[config.mk]
export PLATFORM = sky130hd
export DESIGN_NAME = pushbutton_ldo_ctrl_regs
export DESIGN_NICKNAME = d
export VERILOG_FILES = /design/src/verilog/pb_ldo_pkg.sv /design/src/verilog/hold_timer.sv /design/src/verilog/pushbutton_ldo_ctrl_regs.sv
export SDC_FILE = /design/constraint.sdc
export NUM_CORES = 1
export LEC_CHECK = 0
export BUFFER_PORTS_ARGS = -buffer_cell sky130_fd_sc_hd__buf_2
export CAP_MARGIN = 20
export CORE_UTILIZATION = 35
export DETAILED_ROUTE_END_ITERATION = 7
export PLACE_DENSITY_LB_ADDON = 0.3
export SYNTH_ARGS = -nofsm -noshare
export SYNTH_HDL_FRONTEND = slang
export SYNTH_SLANG_ARGS = --single-unit
[constraint.sdc]
create_clock -name clk -period 11.88 [get_ports clk]
set_input_delay 0.594 -clock clk [delete_from_list [all_inputs] [get_ports clk]]
set_output_delay 0.594 -clock clk [all_outputs]
set_load 0.005 [all_outputs]
[src/verilog/pb_ldo_pkg.sv]
/*
  Constants shared by the push-button and auxiliary output control registers:
  register offsets, field positions, reset values, voltage codes and hold times.
  Assumes a 125 MHz system clock.
*/
`default_nettype none
package pb_ldo_pkg;

  // Register offsets (byte addresses on the register port)
  localparam logic [7:0] SYS_OUT_OFFSET = 8'h06;
  localparam logic [7:0] AUX_OUT_OFFSET = 8'h07;
  localparam logic [7:0] PB_CTRL_OFFSET = 8'h08;

  // Reset values; status bits of push_button_control come up clear
  localparam logic [7:0] SYS_OUT_RESET = 8'hAA;
  localparam logic [7:0] AUX_OUT_RESET = 8'h28;
  localparam logic [7:0] PB_CTRL_RESET = 8'h68;

  // system output control fields
  localparam int SYS_ENABLE_BIT  = 7;
  localparam int SYS_RANGE_LSB   = 5;
  localparam int SYS_CODE_LSB    = 1;

  // aux_output_control fields
  localparam int AUX_ENABLE_BIT  = 7;
  localparam int AUX_CODE_LSB    = 2;
  localparam int AUX_QUAL_BIT    = 0;

  // push_button_control fields
  localparam int FIRST_WAKE_STATUS_SEL_BIT   = 7;
  localparam int SECOND_WAKE_STATUS_SEL_BIT   = 6;
  localparam int RECOVER_BIT     = 5;
  localparam int RESET_SEL_LSB   = 3;
  localparam int PIN_FUNC_BIT    = 2;
  localparam int FIRST_WAKE_STATUS_STAT_BIT  = 1;
  localparam int SECOND_WAKE_STATUS_STAT_BIT  = 0;

  // Writable bit masks
  localparam logic [7:0] SYS_OUT_WMASK = 8'hFE;
  localparam logic [7:0] AUX_OUT_WMASK = 8'hFD;
  localparam logic [7:0] PB_CTRL_WMASK = 8'hFC;

  // System range codes
  localparam logic [1:0] RANGE_LOW    = 2'h0;
  localparam logic [1:0] RANGE_LINEAR = 2'h1;
  localparam logic [1:0] RANGE_FRAC   = 2'h2;
  localparam logic [1:0] RANGE_HIGH   = 2'h3;

  // Voltages in mV
  localparam logic [15:0] SYS_LOW0_MV      = 16'h044C; // 1100
  localparam logic [15:0] SYS_LOW1_MV      = 16'h04B0; // 1200
  localparam logic [15:0] SYS_FRAC_BASE_MV = 16'h04E2; // 1250
  localparam logic [15:0] SYS_FRAC_NUM     = 16'h00FA; // 250 mV per 3 codes
  localparam logic [15:0] SYS_FRAC_DEN     = 16'h0003;
  localparam logic [15:0] SYS_LINEAR_MV    = 16'h0514; // 1300
  localparam logic [15:0] SYS_HIGH_MV      = 16'h0708; // 1800
  localparam logic [15:0] STEP_MV          = 16'h0064; // 100
  localparam logic [15:0] AUX_BASE_MV      = 16'h0320; // 800
  localparam logic [15:0] AUX_PASS_MV      = 16'h0CE4; // 3300

  // Hold times in ms
  localparam logic [15:0] FIRST_WAKE_STATUS_SHORT_MS = 16'h0050; // 80
  localparam logic [15:0] FIRST_WAKE_STATUS_LONG_MS  = 16'h0258; // 600
  localparam logic [15:0] SECOND_WAKE_STATUS_SHORT_MS = 16'h03E8; // 1000
  localparam logic [15:0] SECOND_WAKE_STATUS_LONG_MS  = 16'h05DC; // 1500
  localparam logic [15:0] RESET_5S_MS    = 16'h1388; // 5000
  localparam logic [15:0] RESET_9S_MS    = 16'h2328; // 9000
  localparam logic [15:0] RESET_11S_MS   = 16'h2AF8; // 11000
  localparam logic [15:0] RESET_15S_MS   = 16'h3A98; // 15000

  // Millisecond tick
  localparam int CLK_PERIOD_NS = 8;
  localparam int TICK_NS       = 1000000;
  localparam int TICK_CYCLES   = TICK_NS / CLK_PERIOD_NS;

endpackage
`default_nettype wire

[src/verilog/hold_timer.sv]
/*
  Counts whole milliseconds of one continuous press and pulses once when the
  count passes the threshold. Assumes a synchronised press level and a tick
  that restarts with each press.
*/
`timescale 1ns/1ns
`default_nettype none
module hold_timer #(
  parameter int CNT_W = 16
) (
  input  wire logic             clk,
  input  wire logic             rst,
  input  wire logic             pressed,
  input  wire logic             msTick,
  input  wire logic [CNT_W-1:0] thresholdMs,
  output logic                  reached
);

  logic [CNT_W-1:0] count_q;
  logic             fired_q;
  wire              crossing = pressed && msTick && !fired_q && (count_q == thresholdMs);

  // Release restarts the interval; one pulse per press
  always_ff @(posedge clk) begin
    if (rst || !pressed) begin
      count_q <= '0;
      fired_q <= 1'b0;
      reached <= 1'b0;
    end else begin
      if (msTick && !fired_q)
        count_q <= count_q + {{(CNT_W-1){1'b0}}, 1'b1};
      if (crossing)
        fired_q <= 1'b1;
      reached <= crossing;
    end
  end

endmodule
`default_nettype wire

[src/verilog/pushbutton_ldo_ctrl_regs.sv]
/*
  Control and status registers for the system output, the auxiliary output
  and the push-button timers, with their decoded outputs.
  Assumes a register port driven by the serial interface logic on clk,
  and raw pins for the push-button, load-switch control, input-valid and
  power-good signals.
*/
// What this block does
// - Ranges 10 and 11 map nonlinear and linear codes
// - Aux code weights added to 0.8 V
// - Aux code above 3.3 V selects pass-through
// - Aux code applies only while output disabled
// - Reset optionally qualified by valid input voltage
// - First wake hold 80 or 600 ms
// - Second wake hold 1000 or 1500 ms
// - After reset, ship or high-impedance mode
// - Reset hold 5, 9, 11 or 15 s
// - Shared pin shows power-good or push-button
// - Wake status bits set, cleared on read
// - Range 01 gives 1.30 V plus code steps
`timescale 1ns/1ns
`default_nettype none
module pushbutton_ldo_ctrl_regs
  import pb_ldo_pkg::*;
#(
  parameter int TICK_COUNT = pb_ldo_pkg::TICK_CYCLES
) (
  input  wire logic        clk,
  input  wire logic        rst,
  input  wire logic [7:0]  regAddr,
  input  wire logic        regWrite,
  input  wire logic        regRead,
  input  wire logic [7:0]  regWdata,
  output logic [7:0]       regRdata,
  input  wire logic        pushButton_n,
  input  wire logic        auxControlPin,
  input  wire logic        inputValid,
  input  wire logic        powerGood_n,
  output logic             sharedPin_n,
  output logic             systemEnable,
  output logic [15:0]      systemVoltageMv,
  output logic             auxOutputOn,
  output logic [15:0]      auxVoltageMv,
  output logic             auxPassThrough,
  output logic             pbReset,
  output logic             shipModeReq,
  output logic             hizModeReq
);

  // Register storage
  logic [7:0]  sysOut_q;
  logic [7:0]  auxOut_q;
  logic [7:0]  pbCtrl_q;
  logic        wake1Stat_q;
  logic        wake2Stat_q;
  logic [4:0]  auxApplied_q;

  // Pin synchronisers, two flops each
  logic [1:0]  pbSync_q;
  logic [1:0]  auxPinSync_q;
  logic [1:0]  vinSync_q;
  logic [1:0]  pgSync_q;

  always_ff @(posedge clk) begin
    if (rst) begin
      pbSync_q     <= 2'h3;
      auxPinSync_q <= 2'h0;
      vinSync_q    <= 2'h0;
      pgSync_q     <= 2'h3;
    end else begin
      pbSync_q     <= {pbSync_q[0], pushButton_n};
      auxPinSync_q <= {auxPinSync_q[0], auxControlPin};
      vinSync_q    <= {vinSync_q[0], inputValid};
      pgSync_q     <= {pgSync_q[0], powerGood_n};
    end
  end

  wire pressed   = !pbSync_q[1];
  wire auxPin    = auxPinSync_q[1];
  wire vinOk     = vinSync_q[1];
  wire pgLevel_n = pgSync_q[1];

  // Address decode
  wire selSys = (regAddr == SYS_OUT_OFFSET);
  wire selAux = (regAddr == AUX_OUT_OFFSET);
  wire selPb  = (regAddr == PB_CTRL_OFFSET);
  wire wrSys  = regWrite && selSys;
  wire wrAux  = regWrite && selAux;
  wire wrPb   = regWrite && selPb;
  wire rdPb   = regRead && selPb;

  // Field views
  wire [1:0] sysRange   = sysOut_q[SYS_RANGE_LSB +: 2];
  wire [3:0] sysCode    = sysOut_q[SYS_CODE_LSB +: 4];
  wire       auxEnBit   = auxOut_q[AUX_ENABLE_BIT];
  wire [4:0] auxCode    = auxOut_q[AUX_CODE_LSB +: 5];
  wire       qualified  = auxOut_q[AUX_QUAL_BIT];
  wire       wake1Long  = pbCtrl_q[FIRST_WAKE_STATUS_SEL_BIT];
  wire       wake2Long  = pbCtrl_q[SECOND_WAKE_STATUS_SEL_BIT];
  wire       recoverHiz = pbCtrl_q[RECOVER_BIT];
  wire [1:0] resetSel   = pbCtrl_q[RESET_SEL_LSB +: 2];
  wire       pinFuncPb  = pbCtrl_q[PIN_FUNC_BIT];

  // Register writes; reserved bits stay zero
  always_ff @(posedge clk) begin
    if (rst) begin
      sysOut_q <= SYS_OUT_RESET & SYS_OUT_WMASK;
      auxOut_q <= AUX_OUT_RESET & AUX_OUT_WMASK;
      pbCtrl_q <= PB_CTRL_RESET & PB_CTRL_WMASK;
    end else begin
      if (wrSys)
        sysOut_q <= regWdata & SYS_OUT_WMASK;
      if (wrAux)
        auxOut_q <= regWdata & AUX_OUT_WMASK;
      if (wrPb)
        pbCtrl_q <= regWdata & PB_CTRL_WMASK;
    end
  end

  // Output is off only when both the bit and the pin say off
  wire auxOnNow = auxEnBit || auxPin;

  // Stored code reaches the regulator only while it is off; a code written
  // while on waits until the output is disabled again
  always_ff @(posedge clk) begin
    if (rst)
      auxApplied_q <= AUX_OUT_RESET[AUX_CODE_LSB +: 5];
    else if (!auxOnNow)
      auxApplied_q <= auxCode;
  end

  // Aux voltage: base plus 100 mV per code step
  wire [15:0] auxMv   = AUX_BASE_MV + 16'(auxApplied_q) * STEP_MV;
  wire        auxPass = (auxMv > AUX_PASS_MV);

  // System voltage; fractional ranges share one 83.3 mV ladder from 1250 mV
  wire [15:0] fracIndex = (sysRange == RANGE_FRAC) ? 16'(sysCode) + 16'h0003
                                                   : 16'(sysCode) - 16'h0002;
  wire [15:0] fracMv    = SYS_FRAC_BASE_MV + (fracIndex * SYS_FRAC_NUM + 16'h0001) / SYS_FRAC_DEN;
  wire [15:0] linMv     = 16'(sysCode) * STEP_MV;
  logic [15:0] sysMv;

  always_comb begin
    case (sysRange)
      RANGE_LOW: begin
        if (sysCode == 4'h0)
          sysMv = SYS_LOW0_MV;
        else if (sysCode == 4'h1)
          sysMv = SYS_LOW1_MV;
        else
          sysMv = fracMv;
      end
      RANGE_LINEAR: sysMv = SYS_LINEAR_MV + linMv;
      RANGE_FRAC:   sysMv = fracMv;
      RANGE_HIGH:   sysMv = SYS_HIGH_MV + linMv;
      default:      sysMv = SYS_LOW0_MV;
    endcase
  end

  // Millisecond tick, restarted at each press so intervals start at the edge
  localparam int TICK_W = $clog2(TICK_COUNT + 1);
  logic [TICK_W-1:0] tickCnt_q;
  logic              msTick_q;

  always_ff @(posedge clk) begin
    if (rst || !pressed) begin
      tickCnt_q <= '0;
      msTick_q  <= 1'b0;
    end else if (tickCnt_q == TICK_W'(TICK_COUNT - 1)) begin
      tickCnt_q <= '0;
      msTick_q  <= 1'b1;
    end else begin
      tickCnt_q <= tickCnt_q + TICK_W'(1);
      msTick_q  <= 1'b0;
    end
  end

  // Threshold selection
  wire [15:0] wake1Ms = wake1Long ? FIRST_WAKE_STATUS_LONG_MS : FIRST_WAKE_STATUS_SHORT_MS;
  wire [15:0] wake2Ms = wake2Long ? SECOND_WAKE_STATUS_LONG_MS : SECOND_WAKE_STATUS_SHORT_MS;
  logic [15:0] resetMs;

  always_comb begin
    case (resetSel)
      2'h0:    resetMs = RESET_5S_MS;
      2'h1:    resetMs = RESET_9S_MS;
      2'h2:    resetMs = RESET_11S_MS;
      2'h3:    resetMs = RESET_15S_MS;
      default: resetMs = RESET_5S_MS;
    endcase
  end

  // Three hold timers on the same press interval
  logic wake1Hit;
  logic wake2Hit;
  logic resetHit;

  hold_timer #(.CNT_W(16)) wake1Timer (
    .clk         (clk),
    .rst         (rst),
    .pressed     (pressed),
    .msTick      (msTick_q),
    .thresholdMs (wake1Ms),
    .reached     (wake1Hit)
  );

  hold_timer #(.CNT_W(16)) wake2Timer (
    .clk         (clk),
    .rst         (rst),
    .pressed     (pressed),
    .msTick      (msTick_q),
    .thresholdMs (wake2Ms),
    .reached     (wake2Hit)
  );

  hold_timer #(.CNT_W(16)) resetTimer (
    .clk         (clk),
    .rst         (rst),
    .pressed     (pressed),
    .msTick      (msTick_q),
    .thresholdMs (resetMs),
    .reached     (resetHit)
  );

  // Reset fires on hold time, gated by input window when qualified
  wire resetFire = resetHit && (!qualified || vinOk);

  // Wake status: a hit in the reading cycle survives the clear
  always_ff @(posedge clk) begin
    if (rst) begin
      wake1Stat_q <= 1'b0;
      wake2Stat_q <= 1'b0;
    end else begin
      wake1Stat_q <= wake1Hit || (wake1Stat_q && !rdPb);
      wake2Stat_q <= wake2Hit || (wake2Stat_q && !rdPb);
    end
  end

  // Read data mux; unmapped offsets read zero
  wire [7:0] pbView = {pbCtrl_q[7:2], wake1Stat_q, wake2Stat_q};
  wire [7:0] rdMux  = selSys ? sysOut_q :
                      selAux ? auxOut_q :
                      selPb  ? pbView   : 8'h00;

  always_ff @(posedge clk) begin
    if (rst)
      regRdata <= 8'h00;
    else if (regRead)
      regRdata <= rdMux;
  end

  // Registered outputs
  always_ff @(posedge clk) begin
    if (rst) begin
      sharedPin_n     <= 1'b1;
      systemEnable    <= 1'b0;
      systemVoltageMv <= 16'h0000;
      auxOutputOn     <= 1'b0;
      auxVoltageMv    <= 16'h0000;
      auxPassThrough  <= 1'b0;
      pbReset         <= 1'b0;
      shipModeReq     <= 1'b0;
      hizModeReq      <= 1'b0;
    end else begin
      sharedPin_n     <= pinFuncPb ? pbSync_q[1] : pgLevel_n;
      systemEnable    <= sysOut_q[SYS_ENABLE_BIT];
      systemVoltageMv <= sysMv;
      auxOutputOn     <= auxOnNow;
      auxVoltageMv    <= auxMv;
      auxPassThrough  <= auxPass;
      pbReset         <= resetFire;
      shipModeReq     <= resetFire && !recoverHiz;
      hizModeReq      <= resetFire && recoverHiz;
    end
  end

endmodule
`default_nettype wire

==> results.py, run 1 <==
metrics = {
    "outcome": {
        "outcome": "completed",
    },
    "synthesis": {
        "number_of_different_library_cells_in_the_post_synthesis_netlist": 86,
        "synth_xor_area_share_pct": 9.464,
        "synth_enable_flop_cells": 0,
        "synth.avg_cell_area_um2": 8.185,
        "synth.cell_area_um2": 10270,
        "synth_flop_cell": "sky130_fd_sc_hd__dfxtp_1",
        "yosys.area_share.simple_pct": 22.03,
        "synth_top_family_by_area": "simple AND/OR/NAND/NOR gates",
        "yosys.area_share.adder_pct": 13.37,
        "yosysWarnings": 0,
        "synth_compound_area_share_pct": 19.99,
        "synth.ff_latch_count": 149,
        "yosysSeqAreaShare_pct": 29.04,
        "synth_cells": 1255,
        "asyncSetResetFlopFracSynth_pct": 0,
        "synth.area.mux_share_pct": 0.8404,
    },
    "routing": {
        "vias": 8951,
        "drtPass1Iterations": 7,
        "first_iter_violations": 665,
        "final_antenna_net_count": 0,
        "drc_errors": 0,
        "wirelength_mm": 24.34,
        "drt-wirelength-per-cell_um": 14.29,
        "drt-vias-per-instance": 5.256,
    },
    "floorplanning": {
        "io_pins": 71,
        "effective_utilization_at_floorplan_pct": 35.69,
        "die-width_um": 173.3,
        "rows": 62,
        "vertical_die_dimension_um": 173.3,
        "design.die.area_um2": 30040,
        "core_area_um2": 28780,
    },
    "clocking": {
        "worstSkewPairLatency_ns": 0.43,
        "ctsResizeCount": 0,
        "numCtsBuffers": 17,
        "postCtsHoldBufs": 0,
        "cts-root-to-sink-buffers": 2,
        "tritoncts_clock_tree": "yes",
        "clock_sink_count": 149,
        "clock_tree.htree_level_count": 4,
        "clockRootBuffer": "sky130_fd_sc_hd__clkbuf_16",
        "postCtsSetupBuffers": 0,
        "cts.clk_slew.worst_paths_ns": 0.07,
    },
    "placed_design": {
        "post-dp-hpwl_mm": 18.09,
        "buffer_ports.inserted": 65,
        "gpl.final_weighted_congestion": 0.9078,
        "numPlacedInstances": 1670,
        "preCtsSetupSlack_ns": 1.350,
    },
    "timing": {
        "timing_hold_violations_final": 0,
        "final-setup-viol-count": 0,
        "clock_skew_ns": 0.01487,
        "timing.fmax_mhz": 93.81,
        "min_period_ns": 10.66,
        "relSlewSlack_pct": 34.56,
        "final.setup.tns_ns": 0,
        "fin_crit_share_pct": 89.73,
        "timing_worst_slew_pin_value_ns": 0.9815,
        "final_max_slew_viol_count": 0,
        "final.setup.worst_slack_ns": 1.220,
        "grt_setup_unrepaired": "no",
    },
    "finish": {
        "layout.cells.non_filler": 1703,
        "fraction_of_final_layout_cells_with_drive_strength_greater_than_1_pct": 11.31,
        "syn2layout_area_growth_pct": 12.59,
        "final_common_cell": "sky130_fd_sc_hd__dfxtp_1",
        "final_net_count": 1428,
        "layout_common_cells": "sky130_fd_sc_hd__dfxtp_1 (149), sky130_fd_sc_hd__nor2_1 (140), sky130_fd_sc_hd__nand2_1 (113)",
    },
    "setup_path": {
        "start_kind": "register",
        "cp-end-kind": "register",
        "timing.rr.start": "sysOut_q[6]$_SDFFE_PP0P_",
        "worst-setup-path-type": "reg2reg",
        "critical_path_required_ns": 12.18,
        "slowest_stage": "sky130_fd_sc_hd__dfxtp_1",
        "worstSetupStartpoint": "sysOut_q[6]$_SDFFE_PP0P_",
        "worst-path-max-fanout": 16,
        "crit_path_max_incr_delay_ns": 0.64,
        "worstPathArrival_ns": 10.96,
    },
    "min_path": {
        "hp-start": "powerGood_n",
        "hold_class": "in2reg",
    },
    "pwr": {
        "max-vdd-ir-drop_mv": 0.08461,
        "power_leakage_uw": 0.004694,
        "pwr_density_cell_nw_per_um2": 99.70,
    },
    "global_routing": {
        "grt_pass1_wl_mm": 41.01,
        "grt_remaining_overflow": 0,
        "grt_start_max_net_pins": 54,
        "number_of_global_route_vias_before_repair": 8290,
        "antenna_violations_before_repair": 2,
        "grt_usage_pct": 16.33,
    },
    "flow_run": {
        "max_cap_violations": 0,
    },
}
-- report_power, final --
group,total [uW],internal (uW),switching (uW),leakage [uW]
clock network,539,301,238,0.000276
logic,107,40.4,66.4,0.00321
registers,508,505,2.32,0.00121
-- registers in the layout (all words and copies together), names as in the netlist, 2 cells and up --
name	cells
pbCtrl_q	6
wake2Timer.count_q	16
auxOut_q	7
sysOut_q	7
auxVoltageMv	11
regRdata	8
pbSync_q	2
auxPinSync_q	2
systemVoltageMv	16
wake1Timer.count_q	16
tickCnt_q	17
resetTimer.count_q	16
vinSync_q	2
auxApplied_q	5
pgSync_q	2
-- path summary, 6_finish.rpt --
check / endpoint / slack (ns) / cells after the start
max reg2reg: systemVoltageMv[11]$_SDFF_PP0_ / 1.22 / 39
max: systemVoltageMv[11]$_SDFF_PP0_ / 1.22 / 39
min: pgSync_q[0]$_SDFF_PP1_ / 0.35 / 2
min reg2reg: pgSync_q[1]$_SDFF_PP1_ / 0.41 / 1
-- cell type report --
cell class,count,area (um2)
timing repair buffer,84,467.9
fill,2942,17210
sequential,149,2983
antenna,1,2.502
tap,384,480.5
inverter,70,262.8
clock inverter,14,147.6
multi-input combinational,983,6783
clock buffer,18,439.2
-- synthesized netlist by cell type, drive strengths merged (5+ instances only) --
cell     number  area (um2)
a31oi         9       56.30
a2111oi       5       70.07
a222oi        7       70.07
dfxtp       149        2983
nand2       114       430.4
o21a          8       60.06
o21ai        47       235.2
xor2         50       437.9
and2         10       62.56
a211oi       16       125.1
mux2i         6       60.06
or2           8       50.05
or3          15       93.84
nor3         23       115.1
fa           18       360.4
o211ai       15       127.6
a21o         16       120.1
nand3        52       260.3
nor4         11       68.82
inv          69       259.0
o22ai         8       50.05
nor3b         5       37.54
o31ai         7       76.32
clkbuf       39       146.4
nand4        16       100.1
xnor2        61       534.3
nand2b       12       75.07
nor2b        22       137.6
a221oi        6       52.55
buf          19       127.6
and4          5       43.79
a21oi        83       426.7
and3         23       143.9
a311oi        6       58.80
nor4b         6       58.80
ha           81        1013
nor2        140       525.5
a211o        13       113.9
a22oi         5       37.54
-- critical path, delay by kind of cell (launching register included) --
kind / cells / cell delay, ns
AOI/OAI and AO/OA: 15 / 3.46
adders and majority gates: 8 / 3.04
and+or+nand+nor: 8 / 2.00
xor gates and xnor gates: 2 / 0.79
DFF: 1 / 0.64
buffers and inverters: 6 / 0.58
-- routing by layer --
layer	part of all wire, %	track usage (%)
met3	4.2	3.311
met1	49	22.74
met4	1.2	3.687
met2	45	25.82
met5	0.070	0
-- stage by stage --
| step | power [uW] | hold WS, ns | instance area (um2) | util (%) |
|---|---|---|---|---|
| detailed placement | 624.5 | 0.3988 | 10980 | 38.14 |
| CTS | 1165 | 0.3361 | 11560 | 40.18 |
| global route | 1203 | 0.3395 | 11560 | 40.18 |
| finish | 1153 | 0.3519 | 11570 | 40.19 |
| floorplan | 598.2 | 0.3895 | 10290 | - |
| global placement | 623.5 | 0.3948 | 10980 | 38.14 |
-- cells by family (layout without fill, tap and decap cells) --
| family | count (synthesis) | in the layout |
|---|---|---|
| buf+inv | 128 | 186 |
| compound gates | 290 | 290 |
| other cells | 1 | 7 |
| flops | 149 | 149 |
| mux | 8 | 8 |
| fa+ha+maj | 99 | 99 |
| xor+xnor | 111 | 111 |
| simple gates | 469 | 469 |
Power figures use the tool's default switching activity.
==> inputs of run 2 (changes only) <==
MAX_ROUTING_LAYER = met4   (was default)
==> run 2 against run 1 <==
Sequential power about the same. Design area increased by 0.39%. Non-clock buffer count increased by 1. Clock skew decreased by 0.0051 ns. Critical path type unchanged. First-iteration DRC count decreased by 2.9%. Wire length about the same. Clock power increased by 6.9%. Die area unchanged. Utilization increased by 0.16 points. Hold slack got worse by 0.0028 ns. Combinational power about the same. Largest power group unchanged. Register-to-register slack got worse by 0.14 ns.
==> results.py, run 2 (same netlist as run 1, synthesis figures left out) <==
metrics = {
    "finish": {
        "register_area_um2": 2983,
        "largest_register_ffs": 17,
        "fraction_of_final_layout_cells_with_drive_strength_greater_than_1_pct": 11.37,
        "layout_common_cells": "sky130_fd_sc_hd__dfxtp_1 (149), sky130_fd_sc_hd__nor2_1 (140), sky130_fd_sc_hd__nand2_1 (113)",
        "final_common_cell": "sky130_fd_sc_hd__dfxtp_1",
        "largest_register": "tickCnt_q",
        "multi_input_comb_area_um2": 6783,
        "num-fill-cells": 2900,
        "final_net_count": 1429,
        "layout.cells.non_filler": 1705,
        "syn2layout_area_growth_pct": 13.03,
    },
    "floorplanning": {
        "core_area_um2": 28780,
        "rows": 62,
        "io_pins": 71,
        "vertical_die_dimension_um": 173.3,
        "design.die.area_um2": 30040,
        "die-width_um": 173.3,
        "effective_utilization_at_floorplan_pct": 35.69,
    },
    "timing": {
        "min_period_ns": 10.80,
        "fin_crit_share_pct": 90.89,
        "final_max_slew_viol_count": 0,
        "timing_hold_violations_final": 0,
        "timing.fmax_mhz": 92.62,
        "final.setup.tns_ns": 0,
        "timing_worst_slew_pin_value_ns": 1.017,
        "clock_skew_ns": 0.009727,
        "grt_setup_unrepaired": "no",
        "relSlewSlack_pct": 32.22,
        "final-setup-viol-count": 0,
    },
    "routing": {
        "drt-wirelength-per-cell_um": 14.29,
        "drc_errors": 0,
        "drt-vias-per-instance": 5.209,
        "wirelength_mm": 24.36,
        "drtPass1Iterations": 5,
        "final_antenna_net_count": 0,
        "vias": 8881,
        "first_iter_violations": 646,
    },
    "clocking": {
        "worstSkewPairLatency_ns": 0.43,
        "clock_sink_count": 149,
        "numCtsBuffers": 17,
        "postCtsSetupBuffers": 0,
        "cts.clk_slew.worst_paths_ns": 0.06,
        "postCtsHoldBufs": 0,
        "clock_tree.htree_level_count": 4,
        "ctsResizeCount": 0,
        "tritoncts_clock_tree": "yes",
        "cts-root-to-sink-buffers": 2,
        "clockRootBuffer": "sky130_fd_sc_hd__clkbuf_16",
    },
    "placed_design": {
        "buffer_ports.inserted": 65,
        "gpl.final_weighted_congestion": 0.8971,
        "numPlacedInstances": 1671,
        "post-dp-hpwl_mm": 18.00,
    },
    "setup_path": {
        "timing.rr.start": "sysOut_q[6]$_SDFFE_PP0P_",
        "rr_worst_depth": 38,
        "worst-path-max-fanout": 17,
        "worst-setup-path-type": "reg2reg",
        "r2r-end": "systemVoltageMv[9]$_SDFF_PP0_",
        "worstPathArrival_ns": 11.15,
        "critPathBufInv": 5,
        "start_kind": "register",
        "slowest_stage": "sky130_fd_sc_hd__a2111oi_4",
        "cp-end-kind": "register",
        "critical_path_required_ns": 12.23,
        "register_to_register_path_setup_slack_ns": 1.08,
        "dominant_delay_contributor_by_cell_family_on_the_critical_path": "compound AO/OA/AOI/OAI gates",
        "crit_path_max_incr_delay_ns": 0.95,
    },
    "global_routing": {
        "grt_start_max_net_pins": 54,
        "grt_remaining_overflow": 0,
        "busiest_layer_in_global_routing": "met2",
        "antenna_violations_before_repair": 2,
        "grt_pass1_wl_mm": 40.14,
        "grtUsageMet2_pct": 26.24,
        "met1_resource_use_gr_pct": 21.81,
        "number_of_global_route_vias_before_repair": 8103,
        "groute.layer.met3.usage_pct": 2.785,
        "grt_usage_pct": 16.51,
    },
    "pwr": {
        "power.share.clock_pct": 48.4,
        "power.share.sequential_pct": 42.7,
        "pwr_density_cell_nw_per_um2": 102.5,
        "power.share.combinational_pct": 9.0,
        "net_sw_share_pct": 25.79,
        "internal_power_uw": 883.0,
        "max-vdd-ir-drop_mv": 0.08396,
        "power.net_switching_uw": 306.9,
        "power_leakage_uw": 0.004731,
    },
    "min_path": {
        "hold_class": "in2reg",
        "min_path_cells": 2,
        "min_delay_worst_endpoint": "pbSync_q[0]$_SDFF_PP1_",
        "hp-start": "pushButton_n",
    },
    "flow_run": {
        "max_cap_violations": 0,
    },
    "outcome": {
        "outcome": "completed",
    },
}
==> run 2: cell type report <==
class,instances,area share [%]
Tap cell,384,4.138
Clock buffer,17,3.664
Multi-Input combinational cell,983,58.42
Sequential cell,149,25.69
Inverter,70,2.263
Clock inverter,15,1.692
Antenna cell,2,0.04310
Timing Repair Buffer,85,4.095
==> run 2: power by group through the flow <==
stage | Sequential [uW] | Combinational [uW] | Clock [uW]
after floorplan | 519 | 79.2 | 0
after global placement | 519 | 106 | 0
after detailed placement | 519 | 106 | 0
after CTS | 507 | 106 | 587
after global routing | 508 | 118 | 609
final | 508 | 107 | 576
==> run 2: worst reg2reg max path, delay by kind of cell, from the launching register on <==
kind,cells,cell delay (ns)
AOI/OAI and AO/OA,14,3.81
xor gates and xnor gates,2,0.79
adders and majority gates,8,3.11
buffers and inverters,5,0.67
DFF,1,0.66
muxes,1,0.19
and+or+nand+nor,8,1.48
==> run 2: through the flow <==
stage,worst slack (ns),cell area (um2),hold slack [ns],utilization [%],total power (uW)
after CTS,1.178,11610,0.3360,40.33,1201
after detailed placement,1.208,10980,0.3934,38.17,624.5
final,1.083,11610,0.3491,40.34,1190
after global placement,1.446,10980,0.3925,38.17,624.6
after floorplan,2.465,10290,0.3895,-,598.2
after global routing,0.06475,11610,0.3420,40.34,1235
==> run 2: how the worst max path moves through the flow <==
stage	startpoint	to	cells past startpoint
after detailed placement	sysOut_q[6]$_SDFFE_PP0P_	systemVoltageMv[11]$_SDFF_PP0_	38
final	sysOut_q[6]$_SDFFE_PP0P_	systemVoltageMv[9]$_SDFF_PP0_	38
after global routing	sysOut_q[6]$_SDFFE_PP0P_	systemVoltageMv[11]$_SDFF_PP0_	39
after floorplan	sysOut_q[1]$_SDFFE_PP1P_	systemVoltageMv[9]$_SDFF_PP0_	36
after global placement	sysOut_q[6]$_SDFFE_PP0P_	systemVoltageMv[11]$_SDFF_PP0_	37
after CTS	sysOut_q[6]$_SDFFE_PP0P_	systemVoltageMv[11]$_SDFF_PP0_	37
==> run 2: metal layers <==
metal,vias up,share of wire (%)
li1,4531,-
met1,4130,49
met2,196,46
met3,24,4.3
met4,0,1.0
met5,-,0
